File: src/hw/pebc_defs.svh
// offsets, field positions, reset values and timing counts of the brightness control
`ifndef PEBC_DEFS_SVH
`define PEBC_DEFS_SVH

`define PEBC_OFS_GEN_CFG   8'h00
`define PEBC_OFS_BRT       8'h01
`define PEBC_OFS_STATUS    8'h02
`define PEBC_OFS_DUTY      8'h03
`define PEBC_OFS_LEVEL     8'h04

`define PEBC_BIT_SIMPLE    7
`define PEBC_BIT_POL       6
`define PEBC_BIT_PWM_EN    5
`define PEBC_FS_HI         4
`define PEBC_FS_LO         2
`define PEBC_BIT_MAP       1
`define PEBC_BIT_BUS_EN    0

`define PEBC_GEN_CFG_RST   8'hCC
`define PEBC_BRT_RST       7'h7F

`define PEBC_CLK_KHZ       20000
`define PEBC_HOLD_US       2000
`define PEBC_HOLD_CYCLES   ((`PEBC_HOLD_US * `PEBC_CLK_KHZ + 999) / 1000)
`define PEBC_DUTY_SHIFT    12

`define PEBC_FRAC_FULL     16'hFFFF
`define PEBC_LIN_SHIFT     9
`define PEBC_EXP_STEP      61983

`endif

File: src/hw/pebc_pkg.sv
// types shared by the brightness control modules
package pebc_pkg;
    typedef logic [7:0]  pebc_byte_type;
    typedef logic [6:0]  pebc_code_type;
    typedef logic [15:0] pebc_frac_type;
    typedef logic [2:0]  pebc_fs_type;
    typedef enum logic { PEBC_SHUTDOWN, PEBC_ON } pebc_state_type;
endpackage : pebc_pkg

File: src/hw/pebc_core_if.sv
// signals between the core, the level qualifier and the mapping table
interface pebc_core_if;
    import pebc_pkg::*;
    logic           pwm_lvl;
    logic           qual_stb;
    logic           qual_level;
    pebc_code_type  map_code;
    logic           map_exp;
    pebc_frac_type  map_frac;

    modport core (output pwm_lvl, output map_code, output map_exp,
                  input qual_stb, input qual_level, input map_frac);
    modport qual (input pwm_lvl, output qual_stb, output qual_level);
    modport rom  (input map_code, input map_exp, output map_frac);
endinterface : pebc_core_if

File: src/hw/pebc_top.sv
// pwm enable and brightness control core with register port
//
// Added by the designer: strobed register access and the placing of the registers.
`include "pebc_defs.svh"
module pebc_top #(
    parameter int unsigned HOLD_CYCLES = `PEBC_HOLD_CYCLES,
    parameter int unsigned DUTY_SHIFT  = `PEBC_DUTY_SHIFT
) (
    // clock and reset
    input  wire logic                  clk_sys,
    input  wire logic                  srst,
    input  wire logic                  hardware_enable_pin,
    // pwm pin
    input  wire logic                  pwm_in,
    // register port
    input  wire pebc_pkg::pebc_byte_type reg_addr,
    input  wire pebc_pkg::pebc_byte_type reg_wdata,
    input  wire logic                  reg_wr,
    input  wire logic                  reg_rd,
    output      pebc_pkg::pebc_byte_type reg_rdata,
    // led current control
    output      pebc_pkg::pebc_frac_type led_level,
    output      pebc_pkg::pebc_fs_type   full_scale_led_current,
    output      logic                  output_on
);
    import pebc_pkg::*;
    localparam int AW = 16 + DUTY_SHIFT;

    if (DUTY_SHIFT < 1 || DUTY_SHIFT > 16) begin : g_chk
        $error("duty filter shift out of range");
    end

    // enable pin low acts as a reset of the whole block
    wire rst_all = srst || !hardware_enable_pin;

    pebc_core_if cif ();

    pebc_level_qual #(
        .HOLD_CYCLES (HOLD_CYCLES)
    ) u_qual (
        .clk_sys (clk_sys),
        .srst    (rst_all),
        .q       (cif.qual)
    );

    pebc_map_rom u_rom (
        .clk_sys (clk_sys),
        .m       (cif.rom)
    );

    pebc_byte_type  cfg_q;
    pebc_code_type  brt_q;
    pebc_state_type st_q;
    pebc_state_type st_d;
    logic [AW-1:0]  acc_q;
    logic [AW-1:0]  acc_d;
    pebc_frac_type  level_q;
    pebc_frac_type  level_d;
    pebc_fs_type    fs_q;
    logic           on_q;
    pebc_byte_type  rdata_q;
    pebc_byte_type  rdata_d;

    // register decode
    wire sel_cfg    = reg_addr == `PEBC_OFS_GEN_CFG;
    wire sel_brt    = reg_addr == `PEBC_OFS_BRT;
    wire sel_status = reg_addr == `PEBC_OFS_STATUS;
    wire sel_duty   = reg_addr == `PEBC_OFS_DUTY;
    wire sel_level  = reg_addr == `PEBC_OFS_LEVEL;
    wire wr_cfg     = reg_wr && sel_cfg;
    wire wr_brt     = reg_wr && sel_brt;

    // configuration fields
    wire simple_mode = cfg_q[`PEBC_BIT_SIMPLE] && cfg_q[`PEBC_BIT_PWM_EN];
    wire pol_inv     = cfg_q[`PEBC_BIT_POL];
    wire pwm_scale   = cfg_q[`PEBC_BIT_PWM_EN];
    wire map_linear  = cfg_q[`PEBC_BIT_MAP];
    wire bus_enable  = cfg_q[`PEBC_BIT_BUS_EN];

    // active sense of the pin after polarity
    wire pwm_active  = pwm_in ^ pol_inv;
    wire qual_active = cif.qual_level ^ pol_inv;

    assign cif.pwm_lvl  = pwm_in;
    assign cif.map_code = brt_q;
    assign cif.map_exp  = !map_linear;

    // on/off only moves on a qualified level, short pulses never reach here
    always_comb begin
        st_d = st_q;
        if (simple_mode && cif.qual_stb) begin
            case (qual_active)
                1'b1:    st_d = PEBC_ON;
                default: st_d = PEBC_SHUTDOWN;
            endcase
        end
    end

    wire on_w = simple_mode ? (st_q == PEBC_ON) : bus_enable;

    // first order filter of the active duty; slow enough for low ripple at kHz rates,
    // the trade is a settling time of several filter constants after a duty change
    wire [AW-1:0] target = {pwm_active ? `PEBC_FRAC_FULL : 16'h0000, {DUTY_SHIFT{1'b0}}};
    assign acc_d = acc_q - (acc_q >> DUTY_SHIFT) + (target >> DUTY_SHIFT);
    wire pebc_frac_type duty = acc_q[AW-1 -: 16];

    // fraction of full scale times filtered duty when pwm enable is set, no switching of the output
    wire [31:0]         prod   = cif.map_frac * duty;
    wire pebc_frac_type scaled = pwm_scale ? prod[31:16] : cif.map_frac;
    assign level_d = on_w ? scaled : 16'h0000;

    // read data, unmapped offsets read zero
    wire pebc_byte_type status = {5'h00, simple_mode, cif.qual_level, on_q};
    always_comb begin
        rdata_d = 8'h00;
        if (sel_cfg) begin
            rdata_d = cfg_q;
        end else if (sel_brt) begin
            rdata_d = {1'b0, brt_q};
        end else if (sel_status) begin
            rdata_d = status;
        end else if (sel_duty) begin
            rdata_d = duty[15:8];
        end else if (sel_level) begin
            rdata_d = level_q[15:8];
        end
    end

    always_ff @(posedge clk_sys) begin
        if (rst_all) begin
            cfg_q <= `PEBC_GEN_CFG_RST;
            brt_q <= `PEBC_BRT_RST;
        end else begin
            cfg_q <= wr_cfg ? reg_wdata : cfg_q;
            brt_q <= wr_brt ? reg_wdata[6:0] : brt_q;
        end
    end

    always_ff @(posedge clk_sys) begin
        if (rst_all) begin
            st_q    <= PEBC_SHUTDOWN;
            acc_q   <= '0;
            level_q <= 16'h0000;
            fs_q    <= 3'h0;
            on_q    <= 1'b0;
        end else begin
            st_q    <= st_d;
            acc_q   <= acc_d;
            level_q <= level_d;
            fs_q    <= cfg_q[`PEBC_FS_HI:`PEBC_FS_LO];
            on_q    <= on_w;
        end
    end

    always_ff @(posedge clk_sys) begin
        if (rst_all) begin
            rdata_q <= 8'h00;
        end else begin
            rdata_q <= reg_rd ? rdata_d : 8'h00;
        end
    end

    assign reg_rdata              = rdata_q;
    assign led_level              = level_q;
    assign full_scale_led_current = fs_q;
    assign output_on              = on_q;

    a_mode_gate: assert property (@(posedge clk_sys) disable iff (rst_all)
        !(cfg_q[`PEBC_BIT_SIMPLE] && cfg_q[`PEBC_BIT_PWM_EN]) |=> st_q == $past(st_q))
        else $error("state moved outside simple enable mode");

    a_high_turns_on: assert property (@(posedge clk_sys) disable iff (rst_all)
        (simple_mode && !pol_inv && cif.qual_stb && cif.qual_level)
        |=> st_q == PEBC_ON ##1 output_on)
        else $error("held high did not turn on");

    a_low_shuts_down: assert property (@(posedge clk_sys) disable iff (rst_all)
        (simple_mode && !pol_inv && cif.qual_stb && !cif.qual_level)
        |=> st_q == PEBC_SHUTDOWN ##1 (!output_on && led_level == 16'h0000))
        else $error("held low did not shut down");

    a_inverted_sense: assert property (@(posedge clk_sys) disable iff (rst_all)
        (simple_mode && pol_inv && cif.qual_stb)
        |=> st_q == (cif.qual_level ? PEBC_SHUTDOWN : PEBC_ON))
        else $error("inverted polarity not honoured");

    a_hold_between: assert property (@(posedge clk_sys) disable iff (rst_all)
        !cif.qual_stb |=> $stable(st_q))
        else $error("state changed without a qualified level");

    a_cfg_default: assert property (@(posedge clk_sys)
        rst_all |=> cfg_q == 8'hCC && brt_q == 7'h7F)
        else $error("registers not at default after reset");

    a_pin_reset: assert property (@(posedge clk_sys)
        (!hardware_enable_pin && !srst) |=> (st_q == PEBC_SHUTDOWN && !output_on))
        else $error("enable pin low did not reset");

    a_duty_scales: assert property (@(posedge clk_sys) disable iff (rst_all)
        (on_w && pwm_scale) |=> led_level == $past(prod[31:16]))
        else $error("level not scaled by duty");

    a_fs_field: assert property (@(posedge clk_sys) disable iff (rst_all)
        wr_cfg ##1 !wr_cfg |=> full_scale_led_current == $past(reg_wdata[4:2], 2))
        else $error("full scale field not taken");

    c_turn_on: cover property (@(posedge clk_sys) disable iff (rst_all)
        simple_mode && st_q == PEBC_SHUTDOWN ##1 st_q == PEBC_ON);
    c_shut_down: cover property (@(posedge clk_sys) disable iff (rst_all)
        simple_mode && st_q == PEBC_ON ##1 st_q == PEBC_SHUTDOWN);
    c_pulsed_mid: cover property (@(posedge clk_sys) disable iff (rst_all)
        output_on && duty > 16'h4000 && duty < 16'hC000);
    c_inverted_on: cover property (@(posedge clk_sys) disable iff (rst_all)
        pol_inv && simple_mode && st_q == PEBC_ON);
endmodule : pebc_top

File: src/hw/pebc_level_qual.sv
// hold timer that qualifies a level of the pwm input
`include "pebc_defs.svh"
module pebc_level_qual #(
    parameter int unsigned HOLD_CYCLES = `PEBC_HOLD_CYCLES
) (
    // clock and reset
    input wire logic clk_sys,
    input wire logic srst,
    // core side
    pebc_core_if.qual q
);
    import pebc_pkg::*;
    localparam int CW = $clog2(HOLD_CYCLES + 1);

    if (HOLD_CYCLES < 2) begin : g_chk
        $error("hold count too small");
    end

    logic          prev_q;
    logic [CW-1:0] cnt_q;
    logic [CW-1:0] cnt_d;
    logic          stb_q;
    logic          lvl_q;

    wire changed = q.pwm_lvl != prev_q;
    wire at_hold = cnt_q == CW'(HOLD_CYCLES);
    wire stb_d   = !changed && cnt_q == CW'(HOLD_CYCLES - 1);

    // any edge restarts the count, saturate once held
    assign cnt_d = changed ? '0 : (at_hold ? cnt_q : cnt_q + 1'b1);

    always_ff @(posedge clk_sys) begin
        if (srst) begin
            prev_q <= 1'b0;
            cnt_q  <= '0;
            stb_q  <= 1'b0;
            lvl_q  <= 1'b0;
        end else begin
            prev_q <= q.pwm_lvl;
            cnt_q  <= cnt_d;
            stb_q  <= stb_d;
            lvl_q  <= stb_d ? prev_q : lvl_q;
        end
    end

    assign q.qual_stb   = stb_q;
    assign q.qual_level = lvl_q;

    a_edge_restart: assert property (@(posedge clk_sys) disable iff (srst)
        changed |=> cnt_q == '0)
        else $error("count not restarted on edge");
    a_stb_after_hold: assert property (@(posedge clk_sys) disable iff (srst)
        q.qual_stb |-> at_hold && q.qual_level == $past(q.pwm_lvl))
        else $error("level qualified before hold time");
endmodule : pebc_level_qual

File: src/hw/pebc_map_rom.sv
// brightness code to full scale fraction table, registered read
`include "pebc_defs.svh"
module pebc_map_rom (
    // clock
    input wire logic clk_sys,
    // core side
    pebc_core_if.rom m
);
    import pebc_pkg::*;

    // geometric steps of about 5.4 percent per code down from full scale
    function automatic pebc_frac_type exp_val(input int idx);
        longint v;
        v = 65535;
        for (int k = 127; k > idx; k--) begin
            v = (v * `PEBC_EXP_STEP) >>> 16;
        end
        return (idx == 0) ? 16'h0000 : v[15:0];
    endfunction : exp_val

    pebc_frac_type exp_tab [128];
    pebc_frac_type data_q;

    for (genvar i = 0; i < 128; i++) begin : g_tab
        assign exp_tab[i] = exp_val(i);
    end

    // linear steps of 1/128, code 0 is off, top code saturates to full
    wire [16:0]    lin_sh  = 17'({m.map_code, 9'h000}) + 17'(1 << `PEBC_LIN_SHIFT);
    wire           lin_ovf = lin_sh[16];
    pebc_frac_type lin_val;
    assign lin_val = (m.map_code == 7'h00) ? 16'h0000 :
                     (lin_ovf ? `PEBC_FRAC_FULL : lin_sh[15:0]);

    always_ff @(posedge clk_sys) begin
        data_q <= m.map_exp ? exp_tab[m.map_code] : lin_val;
    end

    assign m.map_frac = data_q;

    a_lin_code9: assert property (@(posedge clk_sys)
        (!m.map_exp && m.map_code == 7'h09) |=> data_q == 16'h1400)
        else $error("linear code 9 not 7.8 percent");
    a_full_top: assert property (@(posedge clk_sys)
        (m.map_code == 7'h7F) |=> data_q == `PEBC_FRAC_FULL)
        else $error("top code not full scale");
endmodule : pebc_map_rom

File: config.mk
export PLATFORM = sky130hd
export DESIGN_NAME = pebc_top
export DESIGN_NICKNAME = d
export VERILOG_FILES = /design/src/hw/pebc_pkg.sv /design/src/hw/pebc_core_if.sv /design/src/hw/pebc_top.sv /design/src/hw/pebc_level_qual.sv /design/src/hw/pebc_map_rom.sv
export VERILOG_INCLUDE_DIRS = /design/src /design/src/hw
export SDC_FILE = /design/constraint.sdc
export NUM_CORES = 1
export LEC_CHECK = 0
export BUFFER_PORTS_ARGS = -buffer_cell sky130_fd_sc_hd__buf_4
export CAP_MARGIN = 5
export CORE_ASPECT_RATIO = 1.75
export CORE_MARGIN = 4
export CORE_UTILIZATION = 45
export CTS_CLUSTER_DIAMETER = 200
export DETAILED_ROUTE_END_ITERATION = 8
export PLACE_DENSITY = 0.7
export SLEW_MARGIN = 10
export SYNTH_ARGS = -nofsm -noshare
export SYNTH_HDL_FRONTEND = slang
export SYNTH_SLANG_ARGS = --single-unit
File: constraint.sdc
create_clock -name clk_sys -period 12.4 [get_ports clk_sys]
set_input_delay 2.48 -clock clk_sys [delete_from_list [all_inputs] [get_ports clk_sys]]
set_output_delay 2.48 -clock clk_sys [all_outputs]
set_load 0.01 [all_outputs]
---- Word-level counts from Yosys, hierarchy flattened ----
Memories as Yosys holds them, arrays and structs flattened.
Index checks and enable logic that the tools add are counted.
operators by class
  order comparisons ....................... 1
  bitwise gates (word level) .............. 5
  multipliers ............................. 1
  $add $sub $neg .......................... 4
  mux-type cells .......................... 14
  reduce and logical (&&, ||, !) cells .... 13
  equality and inequality tests ........... 7
operators by type and width
  cell                                                      number
  two-way mux 16 bit                                        7
  two-way mux 8 bit                                         5
  equality test 16 bit, second input constant               2
  multiplier 16 x 16 -> 32 bit                              1
  adder 28 x 16 -> 28 bit                                   1
  subtractor 28 x 16 -> 28 bit                              1
  adder 16 x 10 -> 17 bit, second input constant            1
  adder 16 x 1 -> 16 bit, second input constant             1
  equality test 8 x 2 -> 1 bit, second input constant       2
  equality test 8 x 1 -> 1 bit, second input constant       1
  equality test 8 x 3 -> 1 bit, second input constant       1
  greater-or-equal comparator 8 bit, second input constant  1
  zero test 8 bit                                           1
  inverter 7 -> 8 bit                                       1
  zero test 7 bit                                           1
  OR reduction 2 bit                                        3
  logical AND 1 bit                                         5
  zero test 1 bit                                           2
  two-way mux 1 bit                                         2
  inverter 1 bit                                            2
  XOR 1 bit                                                 2
  logical OR 1 bit                                          1
  inequality test 1 bit                                     1
word-level totals
  logic and storage cells ................. 59
  memory bits (read-only) ................. 2048
  output and inout bits ................... 28
  register bits ........................... 107
  memories kept ........................... 1
  input port bits ......................... 22
memory list
  name             words  width  rd ports  clocked after Yosys merged registers in  write ports  line                source
  (no name shown)  128    16     1         0                                        0            pebc_map_rom.sv:36  data_q <= m.map_exp ? exp_tab[m.map_code] : lin_val;

---- Depth between registers and ports, before layout ----
Gate-level depths: netlist (run 1).
  depth in word-level cells ............... 6
  mapped depth ............................ 22
  gate-level depth less buffers ........... 21

---- Cells and area by module ----
Synthesis (run 1) repeated with hierarchy kept, for this count alone.
unflattened totals
  cell total of the unflattened synthesis .. 1949
  area, all modules ....................... 16263.1 µm²
by module, submodules not included
  module           seq. area each (µm²)  area an instance (µm²)  times used  cells each
  pebc_top         1441.4                12119.1                 1           1376
  pebc_map_rom     320.3                 3263.1                  1           472
  pebc_level_qual  380.4                 880.8                   1           101

---- Least setup slack after synthesis (run 1) ----
Ideal clock, no wire load.
  kind .................................... input -> register
  from .................................... input pwm_in
  to ...................................... register acc_q[20]
  stages on the path ...................... 14
  data required time ...................... 12.277 ns
  arrival ................................. 6.029 ns
  library setup time ...................... 0.123 ns
  slack ................................... 6.248 ns
  buffers on the path ..................... 0
  path through ............................ xor2_1 inv_1 ha_1 inv_1 ha_1 inv_1 fa_1 nor2b_1 o21ba_2 o21ai_0 a211o_1 a2111oi_4 o21ai_0 nor3b_2
on the way
  cells in the longest elaborated chain, start to end .. 3
ends and longest elaborated chain
  element                  line             source
  from (decl)              pebc_top.sv:14   input wire logic pwm_in,
  XOR 1 bit                pebc_top.sv:81   wire pwm_active = pwm_in ^ pol_inv;
  two-way mux 16 bit       pebc_top.sv:103  wire [AW-1:0] target = {pwm_active ? `PEBC_FRAC_FULL : 16'h0000, {DUTY_SHIFT{1'b0}}};
  adder 28 x 16 -> 28 bit  pebc_top.sv:104  assign acc_d = acc_q - (acc_q >> DUTY_SHIFT) + (target >> DUTY_SHIFT);
  to (signal assigned)     pebc_top.sv:142  acc_q <= '0;
  to (signal assigned)     pebc_top.sv:148  acc_q <= acc_d;
  to (decl)                pebc_top.sv:55   logic [AW-1:0] acc_q;
Every way passes these cells.
A chain may end at the register's enable or synchronous reset.

---- Final worst setup path (run 1) ----
  from .................................... register u_rom.data_q[7] (netlist: u_rom.m.map_frac[7])
  to ...................................... register level_q[11] (netlist: led_level[11])
on the way
  cells in the longest elaborated chain, start to end .. 2
ends and longest elaborated chain
  element                       line                source
  from (decl)                   pebc_map_rom.sv:22  pebc_frac_type data_q;
  from (signal assigned)        pebc_map_rom.sv:36
  multiplier 16 x 16 -> 32 bit  pebc_top.sv:108     wire [31:0] prod = cif.map_frac * duty;
  two-way mux 16 bit            pebc_top.sv:109     wire pebc_frac_type scaled = pwm_scale ? prod[31:16] : cif.map_frac;
  to (signal assigned)          pebc_top.sv:149     level_q <= level_d;
  to (decl)                     pebc_top.sv:57      pebc_frac_type level_q;
Every way passes these cells.

==> reports/qor.txt, run 1 <==
outcome: finished, final reports clean
port buffer count: 49
antenna cell count: 0
f_max: 156 MHz
RSZ-0062 raised after global routing: no
flop and latch count out of synthesis: 107
first drt pass iteration count: 5
CTS Root Cell: clkbuf_16
Core Rows: 92
Period minus WS final: 6420 ps
most common cell after layout, fill and taps aside: inv_1
async set or reset register ratio after synthesis: 0%
total clock sinks: 107
register area: 0.00215 mm^2
Num CTS Buffers: 9
Initial Utilization: 45.5%
CTS Buffer Depth: 2
largest fanout on the critical path: 17
final setup TNS: 0 ps
largest net degree at the start of global routing: 73
max_cap viols: 0
vias per inst: 6.01
Synth Instances: 2,018
ys flop type: dfxtp_1
sequential cell area fraction in the yosys report: 13.0%
CP Capture Type: register
total number of vias: 14,800
CP required: 12,690 ps
ANT nets after route: 0
global-route usage over all layers: 28.3%
Area Growth Syn to Fin: 5.94%
number of flops mapped to enable cells by yosys: 0
Final Wtd Congestion: 0.995
Worst EP arrival: 6710 ps
Synthesized Nets: 2,400
final number of hold-violating endpoints: 0
CTS tree: done
layout cells sized above 1: 5.89%
Pins Over Slew Limit: 0
core region area: 0.0361 mm^2
Synth Warn #: 0
post-cts resize count: 0
die area: 0.0398 mm^2
Post-CTS Setup Bufs: 0
routed wire length: 55.9 mm
die height: 261 um
die boundary width: 153 um
multi-input logic area: 0.0128 mm^2
most frequent cells in the layout: 272 x inv_1, 257 x nand2_1, 209 x fa_1, 151 x ha_1, 122 x nor2_1
clock-pin slew on the worst setup and hold paths: 90 ps
Ports: 50
aggregate global routing overflow: 0
vias in the first global route: 15,700
Fillers: 3,576
# setup viols final: 0
final layout net count: 2,365
Setup Skew: 15.9 ps
Skew-Pair Late Insertion Delay: 390 ps
global-route wire length before repair: 87.5 mm
Final period util: 51.8%
area of the mapped netlist: 0.0165 mm^2
number of remaining DRC errors: 0
DP Wirelength: 43.2 mm
Avg Inst Size Synth: 8.16 um^2
initial antenna violation count: 0
Min-Delay Path Class: reg -> reg
CP Class: reg -> reg
Tightest Pin Transition: 944 ps
H-tree levels: 3
wire per inst: 22.7 um
headroom to the max-slew limit: 36.9%
Startpoint Class: register
synth unique cells: 78
Post-CTS Hold Fix Bufs: 0
initial DRC count: 913
==> layout make-up <==
cell class	count	area share (%)
clock buffers	9	1.29
clock inverters	7	0.581
inverters	273	5.88
well taps	470	3.37
flip-flops and latches	107	12.3
repair buffers	68	2.93
multi-input cells	1524	73.6
==> through the flow <==
stage / hold WS [ps] / setup slack [ps] / cells / util [%] / instance area [um^2]
floorplan: 445 / 6250 / 2018 / - / 16500
global placement: 463 / 6020 / 2442 / 47.3 / 17100
detailed placement: 478 / 6040 / 2442 / 47.3 / 17100
CTS: 492 / 5990 / 2458 / 48.3 / 17400
global route: 526 / 5610 / 2458 / 48.3 / 17400
finish: 495 / 5980 / 2458 / 48.3 / 17400
==> per-layer routing <==
layer	up-vias	routed length [um]	global-route usage [%]
met5	-	0	0
met4	0	6580	27.2
met3	298	3130	3.64
met2	696	28700	51.7
met1	7152	17500	26.8
li1	6615	-	-
==> cells by family (layout without fill, tap and decap cells) <==
logic type                 Yosys count  count (layout)  synth area share, %
and+or+nand+nor                    691             691                 20.2
muxes                               25              25                 1.82
buffers and inverters              387             357                 9.02
DFF                                107             107                 13.0
adders and majority gates          361             361                 37.0
xor gates and xnor gates            47              47                 2.50
AOI/OAI and AO/OA                  400             400                 16.4
==> sequential cells by signal, summed over array words and instances, names as in the netlist <==
| register | flops |
|---|---|
| acc_q | 28 |
| brt_q | 7 |
| cfg_q | 8 |
| full_scale_led_current | 3 |
| led_level | 16 |
| output_on | 1 |
| reg_rdata | 8 |
| st_q | 1 |
| u_qual.cnt_q | 16 |
| u_qual.prev_q | 1 |
| u_qual.q.qual_level | 1 |
| u_qual.q.qual_stb | 1 |
| u_rom.m.map_frac | 16 |
==> synthesized netlist by cell type, drive strengths merged (27+ instances only) <==
cell type	instances	area [um^2]
a21o	27	203
a21oi	104	536
and2	120	751
buf	32	153
clkbuf	82	308
dfxtp	107	2140
fa	209	4180
ha	151	1890
inv	272	1020
nand2	258	971
nand3	48	245
nor2	122	458
nor3	42	221
o21ai	82	414
==> final timing paths <==
check / startpoint / end / slack [ps] / depth (start not counted)
setup reg to reg: u_rom.m.map_frac[7] / led_level[11] / 5980 / 20
hold reg to reg: cfg_q[4] / cfg_q[4] / 500 / 2
setup / recovery: u_rom.m.map_frac[7] / led_level[11] / 5980 / 20
hold / removal: cfg_q[4] / cfg_q[4] / 500 / 2
==> worst max-delay path, stage by stage (launching register included) <==
cell,delay [ps]
dfxtp_1,890
nand2_1,180
fa_1,580
inv_1,50
fa_1,500
inv_1,90
fa_1,540
inv_1,50
fa_1,460
fa_1,490
inv_1,50
fa_1,530
inv_1,40
ha_1,320
a21oi_1,220
o21ai_0,140
a21oi_1,260
a211o_1,180
a31oi_2,130
or3_1,340
a32o_1,250
Power of run 1 is not shown: default switching activity piles up to over one toggle a cycle in this logic, so the estimate is an artifact.
==> run 2, diff against run 1 <==
==> constraint.sdc (replaced) <==
create_clock -name clk_sys -period 6.35 [get_ports clk_sys]
set_input_delay 1.27 -clock clk_sys [delete_from_list [all_inputs] [get_ports clk_sys]]
set_output_delay 1.27 -clock clk_sys [all_outputs]
set_load 0.01 [all_outputs]
==> reports/qor.txt, run 2 (synthesized netlist as in run 1, its figures left out) <==
CTS tree: done (unchanged)
Fillers: 3,595 (was 3,576)
CP required: 6610 ps (was 12,690 ps)
DP Wirelength: 42.6 mm (was 43.2 mm)
core region area: 0.0361 mm^2 (unchanged)
Worst EP arrival: 6350 ps (was 6710 ps)
final layout net count: 2,395 (was 2,365)
Initial Utilization: 45.5% (unchanged)
aggregate global routing overflow: 0 (unchanged)
largest net degree at the start of global routing: 86 (was 73)
wire per inst: 21.5 um (was 22.7 um)
Num CTS Buffers: 9 (unchanged)
Skew-Pair Late Insertion Delay: 380 ps (was 390 ps)
Core Rows: 92 (unchanged)
layout cells sized above 1: 7.88% (was 5.89%)
Final period util: 95.8% (was 51.8%)
max FFs per register: 28 (unchanged)
clock-pin slew on the worst setup and hold paths: 90 ps (about the same)
die area: 0.0398 mm^2 (unchanged)
CP Capture Type: register (unchanged)
final setup TNS: 0 ps (unchanged)
Startpoint Class: register (unchanged)
# setup viols final: 0 (unchanged)
total number of vias: 14,800 (about the same)
Area Growth Syn to Fin: 7.39% (was 5.94%)
headroom to the max-slew limit: 10.9% (was 36.9%)
CP Class: reg -> reg (unchanged)
Pins Over Slew Limit: 0 (unchanged)
crit path cell chain: buf_4 > nand2_1 > fa_1 > fa_1 > inv_1 > fa_1 > fa_1 > fa_1 > ha_1 > ha_1 > a21oi_1 > a21boi_1 > o2111ai_1 > a221o_1 > a41oi_1 > nor4b_1 > nand3b_1 (was nand2_1 > fa_1 > inv_1 > fa_1 > inv_1 > fa_1 > inv_1 > fa_1 > fa_1 > inv_1 > fa_1 > inv_1 > ha_1 > a21oi_1 > o21ai_0 > a21oi_1 > a211o_1 > a31oi_2 > or3_1 > a32o_1)
outcome: finished, final reports clean (unchanged)
Post-CTS Setup Bufs: 0 (unchanged)
initial antenna violation count: 1 (was 0)
die boundary width: 153 um (unchanged)
initial DRC count: 815 (was 913)
Setup Skew: 11.9 ps (was 15.9 ps)
die height: 261 um (unchanged)
CTS Buffer Depth: 2 (unchanged)
Max stage delay on crit path: 700 ps (was 890 ps)
antenna cell count: 0 (unchanged)
Ports: 50 (unchanged)
largest fanout on the critical path: 12 (was 17)
crit path max-delay cell type: dfxtp_1 (unchanged)
Critical Path Most Common Cell: fa_1 (unchanged)
Top reg by flops: acc_q (unchanged)
first drt pass iteration count: 6 (was 5)
Buf/Inv on CP: 2 (was 5)
ANT nets after route: 0 (unchanged)
Post-CTS Hold Fix Bufs: 0 (unchanged)
final number of hold-violating endpoints: 0 (unchanged)
critical path's top delay family: adder cells (unchanged)
most common cell after layout, fill and taps aside: inv_1 (unchanged)
vias in the first global route: 15,700 (about the same)
port buffer count: 49 (unchanged)
Min-Delay Path Class: reg -> reg (unchanged)
routed wire length: 53.6 mm (was 55.9 mm)
global-route wire length before repair: 84.6 mm (was 87.5 mm)
vias per inst: 5.94 (was 6.01)
total clock sinks: 107 (unchanged)
Final Wtd Congestion: 1.02 (was 0.995)
max_cap viols: 0 (unchanged)
RSZ-0062 raised after global routing: no (unchanged)
H-tree levels: 3 (unchanged)
CTS Root Cell: clkbuf_16 (unchanged)
number of remaining DRC errors: 0 (unchanged)
Tightest Pin Transition: 1300 ps (was 944 ps)
f_max: 164 MHz (was 156 MHz)
Period minus WS final: 6090 ps (was 6420 ps)
global-route usage over all layers: 27.2% (was 28.3%)
most frequent cells in the layout: 272 x inv_1, 257 x nand2_1, 209 x fa_1, 151 x ha_1, 122 x nor2_1 (unchanged)
[run 2: cell types whose count changed in the layout (fill, tap and decap cells not counted), sizes merged]
cell,before,now
buf,68,98
clkinv,3,5
inv,277,275
[run 2: path summary, 6_finish.rpt]
kind | start | slack, ps | endpoint | cells after the start
setup / recovery | acc_q[21] | 260 | led_level[14] | 17
hold reg to reg | cfg_q[0] | 480 | cfg_q[0] | 2
setup reg to reg | acc_q[21] | 260 | led_level[14] | 17
hold / removal | cfg_q[0] | 480 | cfg_q[0] | 2
[run 2: stage by stage]
| step | setup WS, ps | instances | cell area, um^2 | util [%] | hold slack, ps |
|---|---|---|---|---|---|
| 5_1_grt | 6.52 | 2488 | 17700 | 48.9 | 519 |
| 3_3_place_gp | 264 | 2472 | 17300 | 48.0 | 463 |
| 3_5_place_dp | 189 | 2472 | 17300 | 48.0 | 469 |
| 4_1_cts | 162 | 2488 | 17700 | 48.9 | 481 |
| 6_report | 265 | 2488 | 17700 | 48.9 | 478 |
| 2_1_floorplan | 547 | 2018 | 16500 | - | 445 |
[run 2: area by class of cell]
cell class / count / area, um^2 / share of cell area, %
clock buffers: 9 / 225 / 1.27
clock inverters: 7 / 96.3 / 0.545
flip-flops and latches: 107 / 2160 / 12.2
inverters: 273 / 1020 / 5.80
well taps: 470 / 588 / 3.33
repair buffers: 98 / 736 / 4.16
multi-input cells: 1524 / 12800 / 72.7
[run 2: timing repair]
item	in CTS	in global routing
resized for setup	0	12
hold endpoints to repair	0	0
endpoints found under the setup margin	0	4
[run 2: layer usage]
metal	wire length, um	share of wire, %	track usage [%]
met1	16800	31	25.9
met2	27000	50	48.5
met3	3010	5.6	3.94
met4	6770	13	27.5
met5	8	0.015	0
[run 2: worst register-to-register path, delay by kind of cell, from the launching register on]
kind	cells	cell delay [ps]
compound gates	5	1410
fa+ha+maj	7	3150
buf+inv	2	350
flops	1	700
simple gates	3	370
Power of run 2 is left out for the same reason.
==> run 3, diff against run 2 <==
--- a/config.mk
+++ b/config.mk
@@ -6,6 +6,7 @@
 export SDC_FILE = /design/constraint.sdc
 export NUM_CORES = 1
 export LEC_CHECK = 0
+export ABC_AREA = 1
 export BUFFER_PORTS_ARGS = -buffer_cell sky130_fd_sc_hd__buf_4
 export CAP_MARGIN = 5
 export CORE_ASPECT_RATIO = 1.75
@@ -17,4 +18,5 @@
 export SLEW_MARGIN = 10
 export SYNTH_ARGS = -nofsm -noshare
 export SYNTH_HDL_FRONTEND = slang
+export SYNTH_HIERARCHICAL = 1
 export SYNTH_SLANG_ARGS = --single-unit
==> reports/qor.txt, run 3 <==
largest fanout on the critical path: 15 (was 12)
post-cts resize count: 0 (unchanged)
Post-Synth Simple-Gate Area: 28.3% (was 20.2%)
global-route usage over all layers: 30.6% (was 27.2%)
aggregate global routing overflow: 0 (unchanged)
Post-CTS Setup Bufs: 0 (unchanged)
layout cells sized above 1: 6.19% (was 7.88%)
most common cell after layout, fill and taps aside: nand2_1 (was inv_1)
Core Rows: 95 (was 92)
DP Wirelength: 53.5 mm (was 42.6 mm)
die boundary width: 157 um (was 153 um)
routed wire length: 64.8 mm (was 53.6 mm)
number of flops mapped to enable cells by yosys: 0 (unchanged)
crit path cell chain: buf_4 > nand2_1 > fa_1 > fa_1 > inv_1 > fa_1 > fa_1 > fa_1 > inv_1 > fa_1 > inv_1 > ha_1 > nand2_1 > nor2_1 > inv_1 > nor3_1 > nand3_1 > nand4_1 > nand3_1 > nand2_1 > inv_1 (was buf_4 > nand2_1 > fa_1 > fa_1 > inv_1 > fa_1 > fa_1 > fa_1 > ha_1 > ha_1 > a21oi_1 > a21boi_1 > o2111ai_1 > a221o_1 > a41oi_1 > nor4b_1 > nand3b_1)
RR Endpoint: led_level[9] (was led_level[14])
Critical Path Most Common Cell: fa_1 (unchanged)
first drt pass iteration count: 6 (unchanged)
Min-Delay Path Class: reg -> reg (unchanged)
max FFs per register: 28 (unchanged)
async set or reset register ratio after synthesis: 0% (unchanged)
initial antenna violation count: 0 (was 1)
Setup Skew: 16.9 ps (was 11.9 ps)
leading post-synthesis cells by cell area: fa_1 24%, nand2_1 16%, dfxtp_1 12%, inv_1 12%, ha_1 11% (was fa_1 25%, dfxtp_1 13%, ha_1 11%, inv_1 6.2%, nand2_1 5.9%)
wire per inst: 20.7 um (was 21.5 um)
area share of fa/ha/maj cells after synthesis: 34.9% (was 37.0%)
critical path startpoint: acc_q[21] (unchanged)
CTS tree: done (unchanged)
vias per inst: 5.45 (was 5.94)
worst reg2reg path depth: 21 (was 17)
outcome: finished, final reports clean (unchanged)
Synth Area in XOR/XNOR: 0.498% (was 2.50%)
core region area: 0.0385 mm^2 (was 0.0361 mm^2)
largest net degree at the start of global routing: 59 (was 86)
headroom to the max-slew limit: 32.0% (was 10.9%)
vias in the first global route: 17,700 (was 15,700)
number of remaining DRC errors: 0 (unchanged)
crit path max-delay cell type: fa_1 (was dfxtp_1)
ANT nets after route: 0 (unchanged)
reg2reg setup slack: 240 ps (was 260 ps)
area of the mapped netlist: 0.0176 mm^2 (was 0.0165 mm^2)
worst r2r src: acc_q[21] (unchanged)
CP Class: reg -> reg (unchanged)
total number of vias: 17,100 (was 14,800)
CTS Buffer Depth: 2 (unchanged)
Worst EP arrival: 6400 ps (was 6350 ps)
Num CTS Buffers: 9 (unchanged)
total clock sinks: 107 (unchanged)
global-route wire length before repair: 99.4 mm (was 84.6 mm)
port buffer count: 49 (unchanged)
Pins Over Slew Limit: 0 (unchanged)
Final period util: 96.2% (was 95.8%)
Post-CTS Hold Fix Bufs: 0 (unchanged)
die area: 0.0425 mm^2 (was 0.0398 mm^2)
Synth top cells by count: 769 x nand2_1, 542 x inv_1, 210 x fa_1 (was 272 x inv_1, 257 x nand2_1, 209 x fa_1)
initial DRC count: 1,191 (was 815)
sequential cell area fraction in the yosys report: 12.2% (was 13.0%)
RSZ-0062 raised after global routing: no (unchanged)
Tightest Pin Transition: 1020 ps (was 1300 ps)
largest family of logic cells by synthesized area: adder cells (unchanged)
Synth Instances: 2,646 (was 2,018)
Synth Area in Compound Gates: 9.40% (was 16.4%)
antenna cell count: 0 (unchanged)
CP Capture Type: register (unchanged)
CTS Root Cell: clkbuf_16 (unchanged)
Synthesized Nets: 3,033 (was 2,400)
ys flop type: dfxtp_1 (unchanged)
Avg Inst Size Synth: 6.65 um^2 (was 8.16 um^2)
final number of hold-violating endpoints: 0 (unchanged)
Final Wtd Congestion: 1.08 (was 1.02)
clock-pin slew on the worst setup and hold paths: 90 ps (about the same)
count leader, synth: nand2_1 (was inv_1)
H-tree levels: 3 (unchanged)
Startpoint Class: register (unchanged)
Synth top area share: 23.9% (was 25.4%)
Initial Utilization: 45.7% (was 45.5%)
Max stage delay on crit path: 610 ps (was 700 ps)
Synth Warn #: 6 (was 0)
Skew-Pair Late Insertion Delay: 390 ps (was 380 ps)
flop and latch count out of synthesis: 107 (unchanged)
# setup viols final: 0 (unchanged)
Top reg by flops: acc_q (unchanged)
dpl ws: 302 ps (was 189 ps)
Area Growth Syn to Fin: 6.44% (was 7.39%)
multiplexer share of the synthesized area: 0% (was 1.82%)
Ports: 50 (unchanged)
setup slack after layout: 244 ps (was 265 ps)
synth unique cells: 53 (was 78)
final layout net count: 3,032 (was 2,395)
final setup TNS: 0 ps (unchanged)
most frequent cells in the layout: 769 x nand2_1, 542 x inv_1, 210 x fa_1, 208 x nor2_1, 155 x ha_1 (was 272 x inv_1, 257 x nand2_1, 209 x fa_1, 151 x ha_1, 122 x nor2_1)
die height: 270 um (was 261 um)
max_cap viols: 0 (unchanged)
Synth area leader: fa_1 (unchanged)
Period minus WS final: 6110 ps (was 6090 ps)
f_max: 164 MHz (about the same)
worst setup path end: led_level[9] (was led_level[14])
CP required: 6650 ps (was 6610 ps)
==> run 3: logic make-up (layout without fill, tap and decap cells) <==
group / after synthesis / after routing
and+or+nand+nor: 1209 / 1209
adders and majority gates: 365 / 365
AOI/OAI and AO/OA: 294 / 294
DFF: 107 / 107
buffers and inverters: 661 / 665
xor gates and xnor gates: 10 / 10
==> run 3: critical path: cells and delay by family, from the launching register on <==
family	cells	cell delay [ps]
fa+ha+maj	7	3420
simple gates	8	1390
buf+inv	6	650
flops	1	530
==> run 3: metal layers <==
layer  GRT usage [%]  vias to the layer above  routed length, um
met5               0                        -                  0
met4            24.8                        0               6570
met3            3.21                      284               2900
met2            54.9                      676              33600
met1            31.4                     8088              21700
li1                -                     8053                  -
==> run 3: worst min-delay path by stage <==
stage,start,endpoint,depth (start not counted)
floorplan,cfg_q[4],full_scale_led_current[2],2
global placement,cfg_q[4],full_scale_led_current[2],2
detailed placement,cfg_q[4],full_scale_led_current[2],2
CTS,cfg_q[4],full_scale_led_current[2],2
global route,cfg_q[3],full_scale_led_current[1],2
finish,cfg_q[4],full_scale_led_current[2],2
==> run 3: through the flow <==
step                std cells  utilization [%]  hold WS, ps  instance area [um^2]
finish                   3135             48.6          474                 18700
global route             3135             48.6          509                 18700
CTS                      3135             48.6          473                 18700
detailed placement       3119             47.8          460                 18400
global placement         3119             47.8          451                 18400
floorplan                2646                -          427                 17600
==> run 3: area by class of cell <==
cell class	count	area [um^2]
well taps	485	607
flip-flops and latches	107	2150
multi-input cells	1878	12900
repair buffers	93	698
clock buffers	9	225
fillers	4008	19800
inverters	556	2090
clock inverters	7	92.6
Power of run 3 is left out for the same reason.
